### src/design/vowc_consts.svh
`ifndef VOWC_CONSTS_SVH
`define VOWC_CONSTS_SVH

// Register indices; byte address is four times the index
`define VOWC_IDX_FLAG_POS 10'h10f
`define VOWC_IDX_VBEG 10'h120
`define VOWC_IDX_VLIN 10'h121
`define VOWC_IDX_VLOUT 10'h122
`define VOWC_IDX_HBEG 10'h123
`define VOWC_IDX_HLEN 10'h124
`define VOWC_IDX_NPIX 10'h125
`define VOWC_IDX_TDEC_CNT 10'h157

// Field positions
`define VOWC_TDEC_BIT 9
`define VOWC_FE_HI 11
`define VOWC_FE_LO 10

// Reset values
`define VOWC_RST_VBEG 9'h00c
`define VOWC_RST_VLIN 9'h000
`define VOWC_RST_VLOUT 9'h000
`define VOWC_RST_HBEG 11'h000
`define VOWC_RST_HLEN 11'h2c0
`define VOWC_RST_NPIX 11'h2c0
`define VOWC_RST_TDEC_CNT 12'h000

// Line standards and decimation interval
`define VOWC_LPF_625 9'h138
`define VOWC_LPF_525 9'h106
`define VOWC_FRAME_INTERVAL 12'hbb8

`endif

### src/design/vowc_pkg.sv
package vowc_pkg;

  typedef enum logic [1:0] {
    fe_both = 2'b00,
    fe_even = 2'b01,
    fe_odd = 2'b10,
    fe_off = 2'b11
  } vowc_fe_t;

endpackage : vowc_pkg

### src/design/vowc_dropper.sv
`timescale 1ns/100ps
module vowc_dropper
  import vowc_pkg::*;
(
  // Clock and reset
  input wire logic clk,
  input wire logic reset,
  // Control
  input wire logic restart,
  input wire logic step,
  input wire logic [11:0] total,
  input wire logic [11:0] wanted,
  // Decision for the current item
  output logic keep
);

  logic [12:0] acc_q, acc_d;
  logic keep_q, keep_d;
  logic [11:0] w_eff;
  logic [12:0] sum;

  // Spread kept items evenly, wanted out of every total
  always_comb begin
    w_eff = (wanted > total) ? total : wanted;
    sum = acc_q + {1'b0, w_eff};
    acc_d = acc_q;
    keep_d = keep_q;
    if (restart) begin
      acc_d = 13'h0000;
      keep_d = 1'b0;
    end else if (step) begin
      if (total != 12'h000 && sum >= {1'b0, total}) begin
        keep_d = 1'b1;
        acc_d = sum - {1'b0, total};
      end else begin
        keep_d = 1'b0;
        acc_d = sum;
      end
    end
  end

  always_ff @(posedge clk) begin
    if (reset) begin
      acc_q <= 13'h0000;
      keep_q <= 1'b0;
    end else begin
      acc_q <= acc_d;
      keep_q <= keep_d;
    end
  end

  assign keep = keep_q;
endmodule : vowc_dropper

### src/design/vowc_window.sv
// How it works
// - Read-only bits 11..1 give active flag delay after reference trailing edge.
// - Nine-bit start line picks first active line of each field.
// - Start line is capped at one below the detected standard's line count.
// - Nine-bit input line count sets the window's line span.
// - Window end beyond the field's last line is clipped automatically.
// - With decimation on, only programmed frames per 3000 are output.
// - Field code 11 off, 10 odd only, 01 even only, 00 both.
// - Fewer output than input lines drops lines evenly.
// - Eleven-bit start pixel counts within the scaled active line.
// - Start pixel above zero crops pixels from the left.
// - Eleven-bit pixel count bounds the scaled active line.
`timescale 1ns/100ps
`include "vowc_consts.svh"
module vowc_window
  import vowc_pkg::*;
(
  // Clock and reset
  input wire logic clk,
  input wire logic reset,
  // Register port
  input wire logic [11:0] reg_addr,
  input wire logic [11:0] reg_wdata,
  input wire logic reg_write,
  input wire logic reg_read,
  output logic [11:0] reg_rdata,
  // Video timing
  input wire logic field_start,
  input wire logic field_odd,
  input wire logic standard_525,
  input wire logic horizontal_reference,
  // Scaled pixel stream in
  input wire logic pixel_valid,
  input wire logic [15:0] pixel_in,
  // Windowed stream out
  output logic active_video,
  output logic [15:0] pixel_out
);

  function automatic logic hit(input logic [11:0] a, input logic [9:0] idx);
    hit = (a == {idx, 2'b00});
  endfunction : hit

  ////////////////////////////////////////////////////////////////////////////
  // Software registers
  logic [8:0] vbeg_q, vbeg_d;
  logic [8:0] vlin_q, vlin_d;
  logic tdec_q, tdec_d;
  vowc_fe_t fe_q, fe_d;
  logic [8:0] vlout_q, vlout_d;
  logic [10:0] hbeg_q, hbeg_d;
  logic [10:0] hlen_q, hlen_d;
  logic [10:0] npix_q, npix_d;
  logic [11:0] tcnt_q, tcnt_d;
  logic [11:0] rdata_q, rdata_d;
  logic [10:0] offset_q, offset_d;

  always_comb begin
    vbeg_d = vbeg_q;
    vlin_d = vlin_q;
    tdec_d = tdec_q;
    fe_d = fe_q;
    vlout_d = vlout_q;
    hbeg_d = hbeg_q;
    hlen_d = hlen_q;
    npix_d = npix_q;
    tcnt_d = tcnt_q;
    if (reg_write) begin
      if (hit(reg_addr, `VOWC_IDX_VBEG)) vbeg_d = reg_wdata[8:0];
      if (hit(reg_addr, `VOWC_IDX_VLIN)) begin
        vlin_d = reg_wdata[8:0];
        tdec_d = reg_wdata[`VOWC_TDEC_BIT];
        fe_d = vowc_fe_t'(reg_wdata[`VOWC_FE_HI:`VOWC_FE_LO]);
      end
      if (hit(reg_addr, `VOWC_IDX_VLOUT)) vlout_d = reg_wdata[8:0];
      if (hit(reg_addr, `VOWC_IDX_HBEG)) hbeg_d = reg_wdata[10:0];
      if (hit(reg_addr, `VOWC_IDX_HLEN)) hlen_d = reg_wdata[10:0];
      if (hit(reg_addr, `VOWC_IDX_NPIX)) npix_d = reg_wdata[10:0];
      if (hit(reg_addr, `VOWC_IDX_TDEC_CNT)) tcnt_d = reg_wdata;
    end
    rdata_d = 12'h000;
    if (reg_read) begin
      if (hit(reg_addr, `VOWC_IDX_FLAG_POS)) rdata_d = {offset_q, 1'b0};
      if (hit(reg_addr, `VOWC_IDX_VBEG)) rdata_d = {3'h0, vbeg_q};
      if (hit(reg_addr, `VOWC_IDX_VLIN)) rdata_d = {fe_q, tdec_q, vlin_q};
      if (hit(reg_addr, `VOWC_IDX_VLOUT)) rdata_d = {3'h0, vlout_q};
      if (hit(reg_addr, `VOWC_IDX_HBEG)) rdata_d = {1'b0, hbeg_q};
      if (hit(reg_addr, `VOWC_IDX_HLEN)) rdata_d = {1'b0, hlen_q};
      if (hit(reg_addr, `VOWC_IDX_NPIX)) rdata_d = {1'b0, npix_q};
      if (hit(reg_addr, `VOWC_IDX_TDEC_CNT)) rdata_d = tcnt_q;
    end
  end

  always_ff @(posedge clk) begin
    if (reset) begin
      vbeg_q <= `VOWC_RST_VBEG;
      vlin_q <= `VOWC_RST_VLIN;
      tdec_q <= 1'b0;
      fe_q <= fe_both;
      vlout_q <= `VOWC_RST_VLOUT;
      hbeg_q <= `VOWC_RST_HBEG;
      hlen_q <= `VOWC_RST_HLEN;
      npix_q <= `VOWC_RST_NPIX;
      tcnt_q <= `VOWC_RST_TDEC_CNT;
      rdata_q <= 12'h000;
    end else begin
      vbeg_q <= vbeg_d;
      vlin_q <= vlin_d;
      tdec_q <= tdec_d;
      fe_q <= fe_d;
      vlout_q <= vlout_d;
      hbeg_q <= hbeg_d;
      hlen_q <= hlen_d;
      npix_q <= npix_d;
      tcnt_q <= tcnt_d;
      rdata_q <= rdata_d;
    end
  end

  assign reg_rdata = rdata_q;

  ////////////////////////////////////////////////////////////////////////////
  // Working copy, loaded only at field start
  logic [8:0] s_vbeg_q, s_vlin_q, s_vlout_q;
  logic s_tdec_q;
  vowc_fe_t s_fe_q;
  logic [10:0] s_hbeg_q, s_hlen_q, s_npix_q;
  logic [11:0] s_tcnt_q;

  always_ff @(posedge clk) begin
    if (reset) begin
      s_vbeg_q <= `VOWC_RST_VBEG;
      s_vlin_q <= `VOWC_RST_VLIN;
      s_vlout_q <= `VOWC_RST_VLOUT;
      s_tdec_q <= 1'b0;
      s_fe_q <= fe_both;
      s_hbeg_q <= `VOWC_RST_HBEG;
      s_hlen_q <= `VOWC_RST_HLEN;
      s_npix_q <= `VOWC_RST_NPIX;
      s_tcnt_q <= `VOWC_RST_TDEC_CNT;
    end else if (field_start) begin
      s_vbeg_q <= vbeg_q;
      s_vlin_q <= vlin_q;
      s_vlout_q <= vlout_q;
      s_tdec_q <= tdec_q;
      s_fe_q <= fe_q;
      s_hbeg_q <= hbeg_q;
      s_hlen_q <= hlen_q;
      s_npix_q <= npix_q;
      s_tcnt_q <= tcnt_q;
    end
  end

  ////////////////////////////////////////////////////////////////////////////
  // Vertical window
  logic [8:0] lpf, max_start, vbeg_eff, win_end, next_line;
  logic [9:0] end_sum;
  logic horizontal_reference_q, horizontal_reference_d, horizontal_reference_fall;
  logic [8:0] line_q, line_d;
  logic in_win_q, in_win_d, in_win_next;
  logic odd_q, odd_d;
  logic field_ok, line_keep, frame_keep, line_en;

  always_comb begin
    lpf = standard_525 ? `VOWC_LPF_525 : `VOWC_LPF_625;
    max_start = lpf - 9'h001;
    vbeg_eff = (s_vbeg_q > max_start) ? max_start : s_vbeg_q;
    end_sum = {1'b0, vbeg_eff} + {1'b0, s_vlin_q};
    win_end = (end_sum > {1'b0, lpf}) ? lpf : end_sum[8:0];
    horizontal_reference_fall = horizontal_reference_q && !horizontal_reference;
    next_line = (line_q == 9'h1ff) ? line_q : line_q + 9'h001;
    in_win_next = (next_line >= vbeg_eff) && (next_line < win_end);
    horizontal_reference_d = horizontal_reference;
    line_d = line_q;
    in_win_d = in_win_q;
    odd_d = odd_q;
    if (field_start) begin
      line_d = 9'h000;
      in_win_d = 1'b0;
      odd_d = field_odd;
    end else if (horizontal_reference_fall) begin
      line_d = next_line;
      in_win_d = in_win_next;
    end
    case (s_fe_q)
      fe_both: field_ok = 1'b1;
      fe_even: field_ok = !odd_q;
      fe_odd: field_ok = odd_q;
      fe_off: field_ok = 1'b0;
      default: field_ok = 1'b0;
    endcase
    line_en = in_win_q && line_keep && field_ok && (!s_tdec_q || frame_keep);
  end

  always_ff @(posedge clk) begin
    if (reset) begin
      horizontal_reference_q <= 1'b0;
      line_q <= 9'h000;
      in_win_q <= 1'b0;
      odd_q <= 1'b0;
    end else begin
      horizontal_reference_q <= horizontal_reference_d;
      line_q <= line_d;
      in_win_q <= in_win_d;
      odd_q <= odd_d;
    end
  end

  // Line dropping within a field
  vowc_dropper u_line_drop (
    .clk(clk),
    .reset(reset),
    .restart(field_start),
    .step(horizontal_reference_fall && !field_start && in_win_next),
    .total({3'h0, s_vlin_q}),
    .wanted({3'h0, s_vlout_q}),
    .keep(line_keep)
  );

  // Frame decimation, stepped once per frame
  vowc_dropper u_frame_drop (
    .clk(clk),
    .reset(reset),
    .restart(1'b0),
    .step(field_start && field_odd),
    .total(`VOWC_FRAME_INTERVAL),
    .wanted(s_tcnt_q),
    .keep(frame_keep)
  );

  ////////////////////////////////////////////////////////////////////////////
  // Horizontal window and flag position
  logic [10:0] pix_q, pix_d, dly_q, dly_d, idx_q, idx_d;
  logic [11:0] h_end;
  logic hit_pix, seen_q, seen_d, act_q, act_d;
  logic [15:0] data_q, data_d;

  always_comb begin
    h_end = {1'b0, s_hbeg_q} + {1'b0, s_hlen_q};
    hit_pix = line_en && (pix_q >= s_hbeg_q) && ({1'b0, pix_q} < h_end)
      && (pix_q < s_npix_q);
    pix_d = pix_q;
    dly_d = (dly_q == 11'h7ff) ? dly_q : dly_q + 11'h001;
    seen_d = seen_q;
    offset_d = offset_q;
    if (horizontal_reference_fall) begin
      pix_d = 11'h000;
      dly_d = 11'h000;
      seen_d = 1'b0;
    end else if (pixel_valid) begin
      if (pix_q != 11'h7ff) pix_d = pix_q + 11'h001;
      if (hit_pix && !seen_q) begin
        offset_d = dly_q;
        seen_d = 1'b1;
      end
    end
    act_d = pixel_valid && hit_pix && !horizontal_reference_fall;
    data_d = pixel_valid ? pixel_in : data_q;
    idx_d = pix_q;
  end

  always_ff @(posedge clk) begin
    if (reset) begin
      pix_q <= 11'h000;
      dly_q <= 11'h000;
      seen_q <= 1'b0;
      offset_q <= 11'h000;
      act_q <= 1'b0;
      data_q <= 16'h0000;
      idx_q <= 11'h000;
    end else begin
      pix_q <= pix_d;
      dly_q <= dly_d;
      seen_q <= seen_d;
      offset_q <= offset_d;
      act_q <= act_d;
      data_q <= data_d;
      idx_q <= idx_d;
    end
  end

  assign active_video = act_q;
  assign pixel_out = data_q;
endmodule : vowc_window

### config.mk
export PLATFORM = sky130hd
export DESIGN_NAME = vowc_window
export DESIGN_NICKNAME = d
export VERILOG_FILES = /design/src/design/vowc_pkg.sv /design/src/design/vowc_dropper.sv /design/src/design/vowc_window.sv
export VERILOG_INCLUDE_DIRS = /design/src /design/src/design
export SDC_FILE = /design/constraint.sdc
export NUM_CORES = 1
export LEC_CHECK = 0
export BUFFER_PORTS_ARGS = -buffer_cell sky130_fd_sc_hd__buf_4
export CAP_MARGIN = 10
export CORE_MARGIN = 2
export CORE_UTILIZATION = 45
export CTS_CLUSTER_SIZE = 24
export DETAILED_ROUTE_END_ITERATION = 16
export GPL_TIMING_DRIVEN = 0
export PLACE_DENSITY = 0.76
export SLEW_MARGIN = 20
export SYNTH_ARGS = -nofsm -noshare
export SYNTH_HDL_FRONTEND = slang
export SYNTH_SLANG_ARGS = --single-unit
export TNS_END_PERCENT = 20
### constraint.sdc
create_clock -name clk -period 5.4 [get_ports clk]
set_input_delay 0.27 -clock clk [delete_from_list [all_inputs] [get_ports clk]]
set_output_delay 0.27 -clock clk [all_outputs]
set_load 0.1 [all_outputs]
# [Word level (Yosys, flattened, before mapping)]
# Cells that the tools add are included.
[classes] reduce_logical=37 n_mux=19 bitwise=2 add_sub_neg=10 eq_ne=14 magnitude_cmp=11
[op_table] op="2-to-1 mux 12 bit" n=9
[op_table] op="equality test 12 x 11 -> 1 bit, second input constant" n=8
[op_table] op="2-to-1 mux 9 bit" n=4
[op_table] op="adder 13 x 12 -> 13 bit" n=2
[op_table] op="2-to-1 mux 13 bit" n=2
[op_table] op="adder 11 x 1 -> 11 bit, second input constant" n=2
[op_table] op="> comparator 9 bit" n=2
[op_table] op="AND reduction 2 bit" n=9
[op_table] op="logical AND 1 bit" n=15
[op_table] op="greater-or-equal comparator 13 x 12 -> 1 bit, second input constant" n=1
[op_table] op="greater-or-equal comparator 13 x 9 -> 1 bit" n=1
[op_table] op="subtractor 13 x 12 -> 13 bit, second input constant" n=1
[op_table] op="subtractor 13 x 9 -> 13 bit" n=1
[op_table] op="adder 11 x 11 -> 12 bit" n=1
[op_table] op="> comparator 12 bit, second input constant" n=1
[op_table] op="< comparator 11 x 12 -> 1 bit" n=1
[op_table] op="nonzero test 12 bit" n=1
[op_table] op="equality test 11 bit, second input constant" n=1
[op_table] op="greater-or-equal comparator 11 bit" n=1
[op_table] op="< comparator 11 bit" n=1
[op_table] op="inequality test 11 bit, second input constant" n=1
[op_table] op="adder 9 x 9 -> 10 bit" n=1
[op_table] op="> comparator 10 x 9 -> 1 bit" n=1
[op_table] op="adder 9 x 1 -> 9 bit, second input constant" n=1
[op_table] op="15 further kinds" n=25
[totals] output_inout_bits=29 inputBits=49 elab_cells=126 regBits=253

# [Longest topological paths before layout]
[depth] word_depth=10 depth_mapped=32 ltp_nobuf=30

# [Hierarchy]
# Synthesis repeated with hierarchy kept, for this count alone.
[unflattened] hier_cells=1848 area_unflattened_um2=15862.7
[modules_own_cells] module="vowc_window" area_each_um2=11348.4 seq_area_each_um2=4504.3 cells_each=1287 n_inst=1
[modules_own_cells] module="vowc_dropper at u_line_drop" area_each_um2=2299.7 seq_area_each_um2=280.3 cells_each=281 n_inst=1
[modules_own_cells] module="vowc_dropper at u_frame_drop" area_each_um2=2214.6 seq_area_each_um2=280.3 cells_each=280 n_inst=1

# [Least setup slack after synthesis]
# No wires, ideal clock.
[synth_path] kind="register to register" from="register s_vbeg_q[1]" to="register u_line_drop.acc_q[2]" synth_period_minus_slack_ns=5.892 stages_incl_launch_ff=32 required_ns=5.317 path_buffers=2 setup_slack_ns=-0.492 setup_time_ns=0.083 arrival_time_ns=5.810 path_cell_list="dfxtp_1 ha_1 a21o_1 a21o_1 a21oi_1 a31oi_1 o31ai_1 nor2_1 a21o_1 ha_1 nand3_1 o2111ai_1 xor2_1 ha_1 a21oi_1 nand3_1 a221o_1 o21ai_1 nor2_1 a21oi_1 ha_1 nand2_1 nor2_1 a211oi_1 o211ai_1 a211oi_1 nand2_1 nor3_1 buf_2 buf_2 nand4_1 o221ai_1"
[synth_via] elab_chain_len=8 elab_cells_between_ends=9 classes_between="add/sub (1); order compare (4); mux (2); reduce/logical (2)"
[synth_lines] element="start: declaration" line_no="vowc_window.sv:124" text="logic [8:0] s_vbeg_q, s_vlin_q, s_vlout_q;"
[synth_lines] element="start signal: assignment" line_no="vowc_window.sv:132" text="s_vbeg_q <= `VOWC_RST_VBEG;"
[synth_lines] element="start signal: assignment" line_no="vowc_window.sv:142" text="s_vbeg_q <= vbeg_q;"
[synth_lines] element="> comparator 9 bit" line_no="vowc_window.sv:167" text="vbeg_eff = (s_vbeg_q > max_start) ? max_start : s_vbeg_q;"
[synth_lines] element="2-to-1 mux 9 bit (*)" line_no="vowc_window.sv:167"
[synth_lines] element="adder 9 x 9 -> 10 bit" line_no="vowc_window.sv:168" text="end_sum = {1'b0, vbeg_eff} + {1'b0, s_vlin_q};"
[synth_lines] element="> comparator 10 x 9 -> 1 bit" line_no="vowc_window.sv:169" text="win_end = (end_sum > {1'b0, lpf}) ? lpf : end_sum[8:0];"
[synth_lines] element="2-to-1 mux 9 bit" line_no="vowc_window.sv:169"
[synth_lines] element="< comparator 9 bit" line_no="vowc_window.sv:172" text="in_win_next = (next_line >= vbeg_eff) && (next_line < win_end);"
[synth_lines] element="logical AND 1 bit (*)" line_no="vowc_window.sv:172"
[synth_lines] element="logical AND 1 bit (*)" line_no="vowc_window.sv:214" text=".step(horizontal_reference_fall && !field_start && in_win_next),"
[synth_lines] element="end signal: assignment" line_no="vowc_dropper.sv:44" text="acc_q <= 13'h0000;"
[synth_lines] element="end signal: assignment" line_no="vowc_dropper.sv:47" text="acc_q <= acc_d;"
[synth_lines] element="end: declaration" line_no="vowc_dropper.sv:17" text="logic [12:0] acc_q, acc_d;"
# Mark *: on every way between the ends. The rest lies on a longest branch, timed or not.
# A chain may end at the register's enable or synchronous reset.

# [Worst setup path after layout]
# Same ends and word-level chain as after synthesis.

==> summary.md <==
| Metric | Value |
|---|---|
| Outcome | `finished with violations` |
| Failing checks | `negative setup slack` |
| Mapped Cells | `between 1500 and 2000` |
| DP HPWL | `32.72 mm` |
| Clock slew at reported path FFs | `0.07 ns` |
| Largest stage delay, worst path | `0.40 ns` |
| Setup violators final | `15` |
| Clock Latency Late Sink | `0.56 ns` |
| FF+latch area | `5069 um2` |
| Tightest Pin Transition | `0.9547 ns` |
| Chip height | `around 180 um` |
| Layout cell share with drive strength beyond 1 | `0.1236` |
| Seq pwr share | `0.455` |
| Pwr dens | `239.8 nW/um2` |
| Initial Utilization | `0.4583` |
| Skew final | `0.02682 ns` |
| CP most frequent cell | `a21oi_2` |
| Filler cells | `2816` |
| 1st-iter DRT viols | `1169` |
| Vias in the first global route | `13220` |
| Commonest non-fill, non-tap cell in the layout | `dfxtp_1` |
| Crit path max fanout | `8` |
| Unrepaired setup endpoints after global routing | `true` |
| Synth area leaders | `dfxtp_1 (35%), ha_1 (10%), mux2i_1 (8.8%), nand2_1 (6.3%), nor2_1 (5.7%)` |
| R2R Path End | `u_line_drop.acc_q[2]` |
| Mean Syn Cell Area | `8.265 um2` |
| Die width | `183.7 um` |
| Multi-input logic area | `9303 um2` |
| Synth top area share | `0.3484` |
| Total grt overflow | `0` |
| Pint | `0.003135 W` |
| I/O Pins | `78` |
| Final hold slack | `0.02908 ns` |
| CP endpoint kind | `flop` |
| Leak | `7.380 nW` |
| Yosys warnings | `0` |
| Max Root-Sink Buffers | `3` |
| Number of flops mapped to enable cells by yosys | `0` |
| Core area | `~32000 um2` |
| Net Switching | `0.001034 W` |
| Worst hold path class | `in2reg` |
| Critical path's slowest cell | `fa_2` |
| Clk pwr share | `0.467` |
| Reg2reg setup slack | `-0.83 ns` |
| Cell Area, Synth | `14540 um2` |
| Die area | `33760 um2` |
| WL/cell | `19.59 um` |
| FF+latch count, synth | `253` |
| Worst reg-to-reg path cell count | `31` |
| DR pass1 iterations | `6` |
| Vias per cell | `between 5 and 6` |
| Largest net degree at the start of global routing | `15` |
| Final core occ | `0.5480` |
| Logic pwr share | `0.078` |
| CP Launch Type | `flop` |
| Sequential fraction of the synthesis area | `0.3484` |
| DRC viols | `0` |
| PortBufs | `73` |
| Hold path cells | `3` |
| Sw frac | `0.2479` |
| Total Power | `0.004169 W` |
| Pre-CTS setup slack | `-1.164 ns` |
| Final period util | `1.153` |
| Clock Tree Root | `clkbuf_16` |
| HP Start | `reg_wdata[10]` |
| Total GRT Usage | `0.2604` |
| Slew Viols, Final | `0` |
| Antenna violations before repair | `3` |
| Vias post-DR | `approximately 14000` |
| Final setup margin | `-0.8259 ns` |
| CTS tree | `yes` |
| Final setup TNS | `-11.23 ns` |
| Clk sinks | `between 200 and 300` |
| Critical R2R Launch | `s_vbeg_q[1]` |
| CTS buffer count | `26` |
| Synth Flop Type | `dfxtp_1` |
| Row count | `65` |
| H-tree depth | `1` |
| Peak supply drop | `roughly 0.25 mV` |
| GP Congestion | `0.9971` |
| Most frequent cells in the layout | `dfxtp_1 (250), nand2_1 (241), nor2_1 (214), a21oi_1 (147), mux2i_1 (128)` |
| Highest achievable clock rate | `approximately 0.16 GHz` |
| Arr. time, crit path | `6.69 ns` |
| Syn-to-layout area delta | `19.56%` |
| Synth area leader | `dfxtp_1` |
| Worst slew margin | `0.3635` |
| First-pass GRT wire length | `roughly 69 mm` |
| Max-cap violations | `0` |
| Post-Syn Nets | `1932` |
| Final ANT Viol Nets | `0` |
| WL final | `45.65 mm` |
| Ys async rst share | `0` |
| Critical path type | `reg2reg` |
| Data required, critical path | `5.87 ns` |
| Fin. Hold Viols | `0` |
| Nets | `between 2000 and 2500` |
| Sink of the worst hold path | `npix_q[10]` |
| Number of library cell types mapped by synthesis | `74` |
| Min Tclk post-route | `6.226 ns` |
-- cell usage after synthesis (7+ instances only) --
| cell | count |
|---|---|
| a211oi_1 | 14 |
| a21o_1 | 27 |
| a21oi_1 | 160 |
| a221oi_1 | 11 |
| a31oi_1 | 8 |
| and2_1 | 16 |
| and4_1 | 7 |
| clkbuf_1 | 73 |
| dfxtp_1 | 253 |
| ha_1 | 119 |
| inv_1 | 67 |
| mux2_2 | 12 |
| mux2i_1 | 128 |
| nand2_1 | 243 |
| nand2b_1 | 20 |
| nand3_1 | 36 |
| nand4_1 | 15 |
| nor2_1 | 219 |
| nor2b_1 | 18 |
| nor3_1 | 16 |
| o211ai_1 | 16 |
| o21a_1 | 8 |
| o21ai_0 | 51 |
| o21bai_1 | 7 |
| o221ai_1 | 9 |
| o31ai_1 | 7 |
| or3_1 | 16 |
| xnor2_1 | 30 |
| xor2_1 | 32 |
-- registers in the layout, summed over array words and instances (netlist names), 11 cells and up --
register,flops
dly_q,11
hbeg_q,11
hlen_q,11
idx_d,11
npix_q,11
offset_q,11
pixel_out,16
reg_rdata,12
s_hbeg_q,11
s_hlen_q,11
s_npix_q,11
s_tcnt_q,12
tcnt_q,12
u_frame_drop.acc_q,13
u_line_drop.acc_q,13
-- power groups by stage --
stage / Combinational [W] / Sequential [W] / Clock [W]
global route: 0.000345 / 0.00190 / 0.00203
detailed placement: 0.000302 / 0.00194 / 0
CTS: 0.000317 / 0.00190 / 0.00195
finish: 0.000325 / 0.00190 / 0.00195
global placement: 0.000297 / 0.00194 / 0
floorplan: 0.000144 / 0.00198 / 0
-- through the flow --
step                area (um2)  instances
finish                   17380       2330
global route             17380       2330
CTS                      17090       2318
detailed placement       15660       2234
global placement         15660       2234
floorplan                14610       1759
-- critical path, delay by kind of cell (launching register included) --
kind,cells,cell delay (ns)
compound gates,16,3.27
fa+ha+maj,4,1.08
simple gates,8,1.04
buf+inv,3,0.43
flops,1,0.34
-- worst max path at each step --
stage	from	endpoint	cells after the start
2_1_floorplan	s_vbeg_q[1]	u_line_drop.acc_q[10]	29
3_3_place_gp	standard_525	u_line_drop.acc_q[2]	32
3_5_place_dp	standard_525	u_line_drop.acc_q[2]	32
4_1_cts	s_vbeg_q[1]	u_line_drop.acc_q[2]	33
5_1_grt	s_vbeg_q[1]	u_line_drop.acc_q[0]	30
6_report	s_vbeg_q[1]	u_line_drop.acc_q[2]	31
-- routing by layer --
| layer | track usage | up-vias | routed length [um] | part of all wire |
|---|---|---|---|---|
| met2 | 0.4355 | 554 | 21060 | 0.46 |
| met3 | 0.03843 | 113 | 3525 | 0.077 |
| met4 | 0.1078 | 2 | 1928 | 0.042 |
| met5 | 0 | - | 8 | 0.00018 |
| met1 | 0.3361 | 6473 | 19130 | 0.42 |
| li1 | - | 6494 | - | - |
-- timing repair --
item | CTS | global route
setup endpoints to repair | 15 | 15
resized for setup | 41 | 43
hold buffers | 18 | 0
pin swaps | 29 | 33
endpoints found under the hold margin | 19 | 0
gates cloned | 1 | 0
buffers inserted | 17 | 10
-- cell type report --
| class | instances | area share |
|---|---|---|
| sequential | 253 | 0.2916 |
| clock inverter | 12 | 0.01123 |
| timing repair buffer | 119 | 0.05716 |
| multi-input combinational | 1357 | 0.5352 |
| inverter | 67 | 0.01447 |
| tap | 402 | 0.02894 |
| clock buffer | 36 | 0.04189 |
| antenna | 2 | 0.0002879 |
| buffer | 82 | 0.01922 |
-- cell families (layout without fill, tap and decap cells) --
logic type | count (synthesis) | count (layout) | synth area share
flip-flops | 253 | 253 | 0.3484
AND/OR/NAND/NOR | 651 | 651 | 0.2015
other | 0 | 2 | 0
buffers and inverters | 149 | 316 | 0.03899
multiplexers | 140 | 140 | 0.09743
adder cells (fa/ha/maj) | 124 | 124 | 0.1093
AO/OA/AOI/OAI | 379 | 379 | 0.1659
XOR/XNOR | 63 | 63 | 0.03847
Power figures use the tool's default switching activity.
